[config.mk]
export PLATFORM = sky130hd
export DESIGN_NAME = trd_target
export DESIGN_NICKNAME = d
export VERILOG_FILES = /design/src/shared/trd_pkg.sv /design/src/core/trd_tol_store.sv /design/src/core/trd_target.sv
export SDC_FILE = /design/constraint.sdc
export NUM_CORES = 1
export LEC_CHECK = 0
export BUFFER_PORTS_ARGS = -buffer_cell sky130_fd_sc_hd__buf_2
export CAP_MARGIN = 30
export CORE_MARGIN = 5
export CORE_UTILIZATION = 43
export CTS_CLUSTER_DIAMETER = 60
export DETAILED_ROUTE_END_ITERATION = 12
export SLEW_MARGIN = 20
export SYNTH_ARGS = -nofsm -noshare
export SYNTH_HDL_FRONTEND = slang
export SYNTH_HIERARCHICAL = 1
export SYNTH_SLANG_ARGS = --single-unit
[constraint.sdc]
create_clock -name clock -period 2.4 [get_ports clock]
set_input_delay 0.24 -clock clock [delete_from_list [all_inputs] [get_ports clock]]
set_output_delay 0.24 -clock clock [all_outputs]
set_load 0.01 [all_outputs]
[src/shared/trd_pkg.sv]
// constants and state encoding for the tolerance readback target
// assumes one system clock; serial pins already synchronous to it
package trd_pkg;
  // ==========================================
  // memory locations of the tolerance bytes
  localparam logic [4:0] TRD_LOC_TOL_HI = 5'h1e;
  localparam logic [4:0] TRD_LOC_TOL_LO = 5'h1f;
  localparam logic [4:0] TRD_PTR_RST = 5'h00;
  // ==========================================
  // instruction byte fields
  localparam int TRD_CMD_MSB = 7;
  localparam int TRD_CMD_LSB = 5;
  localparam logic [2:0] TRD_CMD_EE_READ = 3'h1;
  // ==========================================
  // bus address and byte framing
  localparam int TRD_ADDR_W = 7;
  localparam logic [4:0] TRD_ADDR_BASE_DEF = 5'h0c;
  localparam logic [6:0] TRD_ADDR_RST = 7'h00;
  localparam logic [3:0] TRD_BITS_PER_BYTE = 4'h8;
  localparam logic [7:0] TRD_UNMAPPED_DATA = 8'h00;
  // ==========================================
  // factory tolerance defaults (plain values)
  localparam logic TRD_TOL_SIGN_DEF = 1'b0;
  localparam logic [6:0] TRD_TOL_INT_DEF = 7'h1c;
  localparam logic [7:0] TRD_TOL_FRAC_DEF = 8'h0f;

  typedef enum logic [2:0] {
    TRD_ST_IDLE = 3'b000,
    TRD_ST_ADDR = 3'b001,
    TRD_ST_ADDR_ACK = 3'b010,
    TRD_ST_INSTR = 3'b011,
    TRD_ST_INSTR_ACK = 3'b100,
    TRD_ST_TX = 3'b101,
    TRD_ST_TX_ACK = 3'b110,
    TRD_ST_SKIP = 3'b111
  } trd_state_e;
endpackage

[src/core/trd_tol_store.sv]
// factory tolerance bytes, read-only after production
// assumes pointer comes from the serial target logic
`timescale 1ns/1ns
module trd_tol_store #(
  parameter logic TOL_SIGN = trd_pkg::TRD_TOL_SIGN_DEF,
  parameter logic [6:0] TOL_INT = trd_pkg::TRD_TOL_INT_DEF,
  parameter logic [7:0] TOL_FRAC = trd_pkg::TRD_TOL_FRAC_DEF
) (
  // location select
  input wire logic [4:0] ptr,
  // byte out
  output logic [7:0] data,
  output logic hit
);
  import trd_pkg::*;

  wire sel_hi = (ptr == TRD_LOC_TOL_HI);
  wire sel_lo = (ptr == TRD_LOC_TOL_LO);
  // sign in msb, integer percent below
  wire [7:0] byte_hi = {TOL_SIGN, TOL_INT};
  // fraction, one count per 2^-8 percent
  wire [7:0] byte_lo = TOL_FRAC;

  // constants only, no write path
  assign data = sel_hi ? byte_hi : (sel_lo ? byte_lo : TRD_UNMAPPED_DATA);
  assign hit = sel_hi | sel_lo;
endmodule

[src/core/trd_target.sv]
// two-wire serial target serving the tolerance readback
// assumes scl/sda inputs synchronous to clock; sda wired-and outside
//
// Functional notes
// - The tolerance lives in two fixed bytes, sign and integer at 11110 and fraction at 11111.
// - Each tolerance byte can be read alone after its own pointer-setting instruction.
// - In a consecutive read the pointer moves from 11110 to 11111 after the first byte is sent.
// - The first byte carries the sign in bit 7 (one for negative) and the integer percent in bits 6..0.
// - The second byte is the fraction, each count worth two to the minus eight percent.
// - The tolerance bytes are fixed after production and are returned whenever requested.
// - The two address-select pins are sampled once after each reset release into a 7-bit address held until the next reset.
// - Up to four devices share the bus, each answering only its own decoded address.
`timescale 1ns/1ns
module trd_target #(
  parameter logic [4:0] ADDR_BASE = trd_pkg::TRD_ADDR_BASE_DEF,
  parameter logic TOL_SIGN = trd_pkg::TRD_TOL_SIGN_DEF,
  parameter logic [6:0] TOL_INT = trd_pkg::TRD_TOL_INT_DEF,
  parameter logic [7:0] TOL_FRAC = trd_pkg::TRD_TOL_FRAC_DEF
) (
  // clock and reset
  input wire logic clock,
  input wire logic sys_rst,
  // address straps
  input wire logic addr_select_pin0,
  input wire logic addr_select_pin1,
  // serial bus, sda open drain
  input wire logic scl_in,
  input wire logic sda_in,
  output logic sda_out,
  output logic sda_oe,
  // status
  output logic [trd_pkg::TRD_ADDR_W-1:0] dev_addr,
  output logic addr_valid,
  output logic [4:0] read_ptr
);
  import trd_pkg::*;

  // ==========================================
  // parameter checks
  generate
    if (ADDR_BASE[4:2] == 3'h0 || ADDR_BASE[4:1] == 4'hf) begin : g_bad_base
      $error("address base falls in reserved bus range");
    end
  endgenerate

  // ==========================================
  // registers
  trd_state_e state_reg, state_next;
  logic scl_prev_reg, sda_prev_reg;
  logic [3:0] bit_cnt_reg, bit_cnt_next;
  logic [7:0] shift_reg, shift_next;
  logic [7:0] tx_reg, tx_next;
  logic [4:0] ptr_reg, ptr_next;
  logic rw_reg, rw_next;
  logic nack_reg, nack_next;
  logic oe_reg, oe_next;
  logic sda_out_reg;
  logic [6:0] dev_addr_reg;
  logic addr_valid_reg;

  // ==========================================
  // bus event decode
  wire scl_rise = scl_in & ~scl_prev_reg;
  wire scl_fall = ~scl_in & scl_prev_reg;
  wire start_cond = scl_in & scl_prev_reg & sda_prev_reg & ~sda_in;
  wire stop_cond = scl_in & scl_prev_reg & ~sda_prev_reg & sda_in;
  wire byte_done = (bit_cnt_reg == TRD_BITS_PER_BYTE);
  wire addr_match = addr_valid_reg && (shift_reg[7:1] == dev_addr_reg);
  wire [2:0] instr_cmd = shift_reg[TRD_CMD_MSB:TRD_CMD_LSB];
  wire instr_is_read = (instr_cmd == TRD_CMD_EE_READ);
  wire [7:0] rom_data;
  wire rom_hit;
  wire [4:0] ptr_adv = (ptr_reg == TRD_LOC_TOL_HI) ? TRD_LOC_TOL_LO : ptr_reg;

  trd_tol_store #(
    .TOL_SIGN(TOL_SIGN),
    .TOL_INT(TOL_INT),
    .TOL_FRAC(TOL_FRAC)
  ) u_store (
    .ptr(ptr_reg),
    .data(rom_data),
    .hit(rom_hit)
  );

  // ==========================================
  // strap capture, once after reset release
  always_ff @(posedge clock or posedge sys_rst) begin
    if (sys_rst) begin
      dev_addr_reg <= TRD_ADDR_RST;
      addr_valid_reg <= 1'b0;
    end else if (!addr_valid_reg) begin
      dev_addr_reg <= {ADDR_BASE, addr_select_pin1, addr_select_pin0};
      addr_valid_reg <= 1'b1;
    end
  end

  // ==========================================
  // protocol engine
  always_comb begin
    state_next = state_reg;
    bit_cnt_next = bit_cnt_reg;
    shift_next = shift_reg;
    tx_next = tx_reg;
    ptr_next = ptr_reg;
    rw_next = rw_reg;
    nack_next = nack_reg;
    oe_next = oe_reg;
    if (scl_rise && state_reg != TRD_ST_IDLE && state_reg != TRD_ST_SKIP) begin
      shift_next = {shift_reg[6:0], sda_in};
      bit_cnt_next = bit_cnt_reg + 4'h1;
    end
    case (state_reg)
      TRD_ST_IDLE, TRD_ST_SKIP: begin
        oe_next = 1'b0;
      end
      TRD_ST_ADDR: begin
        if (scl_fall && byte_done) begin
          if (addr_match) begin
            oe_next = 1'b1;
            rw_next = shift_reg[0];
            state_next = TRD_ST_ADDR_ACK;
          end else begin
            state_next = TRD_ST_SKIP;
          end
        end
      end
      TRD_ST_ADDR_ACK: begin
        if (scl_fall) begin
          bit_cnt_next = 4'h0;
          if (rw_reg) begin
            // first data bit goes out on this edge
            oe_next = ~rom_data[7];
            tx_next = {rom_data[6:0], 1'b0};
            state_next = TRD_ST_TX;
          end else begin
            oe_next = 1'b0;
            state_next = TRD_ST_INSTR;
          end
        end
      end
      TRD_ST_INSTR: begin
        if (scl_fall && byte_done) begin
          oe_next = 1'b1;
          if (instr_is_read) begin
            ptr_next = shift_reg[4:0];
          end
          state_next = TRD_ST_INSTR_ACK;
        end
      end
      TRD_ST_INSTR_ACK: begin
        if (scl_fall) begin
          oe_next = 1'b0;
          state_next = TRD_ST_SKIP;
        end
      end
      TRD_ST_TX: begin
        if (scl_fall) begin
          if (byte_done) begin
            oe_next = 1'b0;
            ptr_next = ptr_adv;
            bit_cnt_next = 4'h0;
            state_next = TRD_ST_TX_ACK;
          end else begin
            oe_next = ~tx_reg[7];
            tx_next = {tx_reg[6:0], 1'b0};
          end
        end
      end
      TRD_ST_TX_ACK: begin
        if (scl_rise) begin
          nack_next = sda_in;
        end
        if (scl_fall) begin
          bit_cnt_next = 4'h0;
          if (nack_reg) begin
            oe_next = 1'b0;
            state_next = TRD_ST_SKIP;
          end else begin
            oe_next = ~rom_data[7];
            tx_next = {rom_data[6:0], 1'b0};
            state_next = TRD_ST_TX;
          end
        end
      end
      default: begin
        state_next = TRD_ST_IDLE;
        oe_next = 1'b0;
      end
    endcase
    // start or repeated start wins over all
    if (start_cond) begin
      state_next = TRD_ST_ADDR;
      bit_cnt_next = 4'h0;
      oe_next = 1'b0;
    end else if (stop_cond) begin
      state_next = TRD_ST_IDLE;
      oe_next = 1'b0;
    end
  end

  always_ff @(posedge clock or posedge sys_rst) begin
    if (sys_rst) begin
      state_reg <= TRD_ST_IDLE;
      scl_prev_reg <= 1'b1;
      sda_prev_reg <= 1'b1;
      bit_cnt_reg <= 4'h0;
      shift_reg <= 8'h00;
      tx_reg <= 8'h00;
      ptr_reg <= TRD_PTR_RST;
      rw_reg <= 1'b0;
      nack_reg <= 1'b1;
      oe_reg <= 1'b0;
      sda_out_reg <= 1'b0;
    end else begin
      state_reg <= state_next;
      scl_prev_reg <= scl_in;
      sda_prev_reg <= sda_in;
      bit_cnt_reg <= bit_cnt_next;
      shift_reg <= shift_next;
      tx_reg <= tx_next;
      ptr_reg <= ptr_next;
      rw_reg <= rw_next;
      nack_reg <= nack_next;
      oe_reg <= oe_next;
      sda_out_reg <= 1'b0;
    end
  end

  assign sda_out = sda_out_reg;
  assign sda_oe = oe_reg;
  assign dev_addr = dev_addr_reg;
  assign addr_valid = addr_valid_reg;
  assign read_ptr = ptr_reg;
endmodule

[Word level (Yosys, flattened, before mapping)]
Index checks and enable logic that the tools add are counted.
Storage, ports and cells
  output and inout port bits: 15
  logic and storage cells: 121
  bits in registers: 37
  bits of input ports: 6
Operators by class
  reduce and logical (&&, ||, !) cells: 17
  equal/unequal tests: 31
  multiplexer cells: 47
  bitwise gates (word level): 13
  add/sub/neg operators: 1
Operators with widths (count)
  $mux W8: 7
  $mux W3: 11
  $ne A4 B4 Y1 const B: 8
  $mux W5: 5
  $mux W4: 6
  $pmux W8 S3: 1
  $ne A2 B2 Y1 const B: 9
  $pmux W3 S6: 1
  $reduce_and A7 Y1: 2
  $eq A3 B3 Y1 const B: 4
  $mux W1: 12
  $eq A5 B5 Y1 const B: 2
  $pmux W5 S2: 1
  $pmux W4 S2: 1
  $reduce_and A8 Y1: 1
  $reduce_bool A8 Y1: 1
  $and A1 B1 Y1: 7
  $eq A7 B6 Y1: 1
  $pmux W1 S7: 1
  $eq A3 B1 Y1 const B: 2
  $eq A3 B2 Y1 const B: 2
  $not A1 Y1: 6
  $reduce_and A6 Y1: 1
  $reduce_bool A3 Y1: 2
  11 further kinds: 15

[Logic depth before layout (Yosys ltp)]
  depth after elaboration: 9
  mapped depth: 9
  gate-level depth less buffers: 7

[Cells and area by module]
Netlist, hierarchy kept.
By module, submodules not included
  trd_target: cells an instance 187, instances 1, seq. area each 904.6 µm², area each 1953.1 µm²
  trd_tol_store: cells an instance 11, instances 1, seq. area each 0.0 µm², area each 81.3 µm²

[Worst setup path before layout]
No wires, ideal clock.
  kind: flip-flop to flip-flop
  start point: register bit_cnt_reg[0]
  end point: register state_reg[0]
  setup time: 0.125 ns
  cell stages (with the launch flop): 8
  period minus slack after synthesis: 1.725 ns
  data required time: 2.275 ns
  arrival: 1.601 ns
  setup slack: 0.675 ns
  path buffers: 1
  cell sequence: dfrtp_1 > inv_1 > ha_1 > and3b_1 > buf_6 > a21bo_2 > a31oi_4 > mux2_2
On the way
  cells in the longest elaborated chain, start to end: 4
  elaborated cells between the ends (all ways): 6
  those cells by class: eq/ne (4); reduce/logical (2)
Ends and longest elaborated chain
  start, declared: RTL line trd_target.sv:50  | logic [3:0] bit_cnt_reg, bit_cnt_next;
  start signal, assigned: RTL line trd_target.sv:218  | bit_cnt_reg <= bit_cnt_next;
  $eq A4 B4 Y1 (*): RTL line trd_target.sv:67  | wire byte_done = (bit_cnt_reg == TRD_BITS_PER_BYTE);
  $logic_and A1 B1 Y1: RTL line trd_target.sv:117, trd_target.sv:142
  $ne A4 B4 Y1 (no source line)
  $reduce_and A8 Y1 (no source line) (*)
  end signal, assigned: RTL line trd_target.sv:215  | state_reg <= state_next;
  end, declared: RTL line trd_target.sv:48  | trd_state_e state_reg, state_next;
Mark *: on every way between the ends. The rest lies on a longest branch, timed or not.
A chain may end at the register's enable or synchronous reset.

[Worst setup path after layout]
  start point: register bit_cnt_reg[0]
  end point: register tx_reg[3]
On the way
  cells in the longest elaborated chain, start to end: 3
Ends and longest elaborated chain
  $eq A4 B4 Y1: RTL line trd_target.sv:67
  $ne A2 B2 Y1 (no source line)
  $reduce_and A7 Y1 (no source line)
  end signal, assigned: RTL line trd_target.sv:220  | tx_reg <= tx_next;
  end, declared: RTL line trd_target.sv:52  | logic [7:0] tx_reg, tx_next;
No other way between the ends.

==> impl_metrics.yaml <==
synthesis:
  seq_area_frac_synth_pct: 44.5
  yosysMostFrequentCell: "dfrtp_1"
  synth_edf_count: 0
  synthDistinctLibCells: 49
  synth_warnings: 6
  ys.flop_type: "dfrtp_1"
  synth-seq-cells: 36
  synth_commonest_cells: "dfrtp_1 (33), nand2_1 (18), buf_4 (15)"
  synthArstFlopShare_pct: 100
  syn_area_um2: 2030
  postSynthAreaPerCell_um2: 10.3
  synthCells: 198
  yosys.area.top_type_share_pct: 40.6
  synthTopCellsByArea: "dfrtp_1 (41%), mux2_2 (6.1%), buf_4 (5.5%), mux2i_1 (3.9%), dfstp_2 (3.9%)"
  synth_top_area_cell: "dfrtp_1"
die:
  ios: 21
  fp.coreArea_um2: 4660
  num_rows: 25
  fp.dieW_um: 78.8
  die_y_um: 78.8
  start_util_pct: 43.7
  dieArea_um2: 6210
route:
  first_pass_iters: 4
  viasPerCell: 5.12
  drc: 0
  wl_per_cell_um: 13.4
  wl_um: 3530
  num_vias: 1347
  initialDrtViolationCount: 75
  ant_nets: 0
timing:
  skew_ns: 0.00598
  slew_headroom_pct: 48.0
  fin_crit_sh_pct: 83.5
  rsz0062_at_grt: "no"
  setup_viol: 0
  hold_viol_final: 0
  max_freq_ghz: 0.499
  hold_ws_ns: 0.0443
  worstMarginPinSlew_ns: 0.775
  layout_min_cycle_time_ns: 2.00
  tns_ns: 0
  drv_slew: 0
setup_path:
  critical_path_class: "flop to flop"
  cp.required_ns: 2.53
  cp-start-kind: "flop"
  critical_path.top_delay_family: "compound AO/OA/AOI/OAI gates"
  worstPathArrival_ns: 2.14
  slowest_stage: "o21ai_1"
  path_cells: "inv_1, ha_1, and3b_1, nor3_1, o21ai_1, o21ai_0"
  crit_path_max_fanout: 14
  slowest_delay_ns: 0.63
  r2r_slack_ns: 0.40
  end_kind: "flop"
  cp_num_buf_inv: 1
global_routing:
  grt_pass1_vias: 1306
  grt_pass1_wl_um: 6250
  antenna_found_initial: 0
  grt_overflow: 0
  grt_util_all_layers_pct: 12.8
  grt_max_degree: 37
clocking:
  clock_path_buffers: 2
  clkTransAtPathRegs_ns: 0.07
  cts_tree: "yes"
  cts-resized-gates: 0
  cts_max_level: 2
  clk_latency_ns: 0.29
  post_cts_buffers: 0
  root_buffer: "clkbuf_8"
  cts_buffers: 5
  clock_sinks: 36
  cts_hold_buffers: 0
run:
  maxCapViolCount: 0
finish:
  areaGrowthSynthToFinish_pct: 6.40
  antennaDiodeCount: 0
  layout-drive-gt1-share_pct: 25.4
  num-fill-cells: 432
  nets: 216
  largest_register_ffs: 8
pwr:
  peakVddDrop_uv: 629
  p_per_area_nw_per_um2: 1020
  leakagePower_nw: 0.966
  power.total_mw: 2.20
place:
  gp_congestion: 0.777
  dp_hpwl_um: 2550
  port-buffer-count: 16
worst_hold_path:
  hold_path_class: "input port to asynchronous set/reset pin"
status:
  status: "completed"
[stage by stage]
step / setup slack, ns / instance area (um2) / std cells / util, %
after global routing: 0.184 / 2160 / 263 / 46.4
after CTS: 0.381 / 2160 / 263 / 46.4
after global placement: 0.427 / 2050 / 255 / 44.1
after detailed placement: 0.383 / 2050 / 255 / 44.1
final: 0.396 / 2160 / 263 / 46.4
after floorplan: 0.675 / 2050 / 203 / -
[layout make-up]
| class | instances | area, um2 | area share (%) |
|---|---|---|---|
| clock inverters | 3 | 42.5 | 1.97 |
| inverters | 5 | 18.8 | 0.867 |
| clock buffers | 5 | 68.8 | 3.18 |
| well taps | 54 | 67.6 | 3.12 |
| multi-input cells | 141 | 960 | 44.3 |
| flip-flops and latches | 36 | 905 | 41.8 |
| repair buffers | 19 | 103 | 4.74 |
[layout by cell type, fill, tap and decap left out, types with 2 or more instances in the layout]
cell      count
a21oi_1       6
and3_1        2
buf_2        16
buf_4         3
clkbuf_8      5
conb_1        8
dfrtp_1      33
dfstp_2       3
ha_1          2
inv_1         5
mux2_1        2
mux2_2       11
mux2i_1       8
nand2_1      18
nand2b_1      6
nand3_1       2
nand4_1       3
nor2_1       14
nor2b_1       3
nor3_1        5
nor4_1        2
nor4b_2       2
o21ai_0      11
o21ai_1       5
o22ai_1       4
xnor2_1       2
xor2_1        4
[cell families after synthesis]
family | synth area share (%)
xor gates and xnor gates | 2.58
DFF | 44.5
AOI/OAI and AO/OA | 11.3
adders and majority gates | 1.23
buffers and inverters | 9.29
and+or+nand+nor | 19.5
other | 0.553
muxes | 11.1
[path summary, 6_finish.rpt]
path | from | to | depth (start not counted)
setup reg to reg | bit_cnt_reg[0]$_DFF_PP0_ | tx_reg[3]$_DFFE_PP0P_ | 6
setup / recovery | bit_cnt_reg[0]$_DFF_PP0_ | tx_reg[3]$_DFFE_PP0P_ | 6
hold reg to reg | tx_reg[4]$_DFFE_PP0P_ | tx_reg[4]$_DFFE_PP0P_ | 2
min in group clock | scl_in | scl_prev_reg$_DFF_PP1_ | 1
hold / removal | sys_rst | tx_reg[4]$_DFFE_PP0P_ | 3
max in group asynchronous | sys_rst | sda_prev_reg$_DFF_PP1_ | 3
[tightest hold or removal path, cell delays in order]
cell   delay [ns]
buf_2        0.09
inv_1        0.04
buf_4        0.38
[report_power, final]
part / total [mW] / leakage [nW] / switching, mW / internal [mW]
Clock: 0.524 / 0.0541 / 0.217 / 0.307
Combinational: 0.716 / 0.464 / 0.365 / 0.351
Sequential: 0.963 / 0.449 / 0.197 / 0.766
[routing by layer]
metal / wire length, um / track usage, %
met5: 0 / 0
met4: 52 / 5.24
met3: 128 / 3.40
met2: 1680 / 19.7
met1: 1670 / 16.9
(Power assumes the default switching activity.)
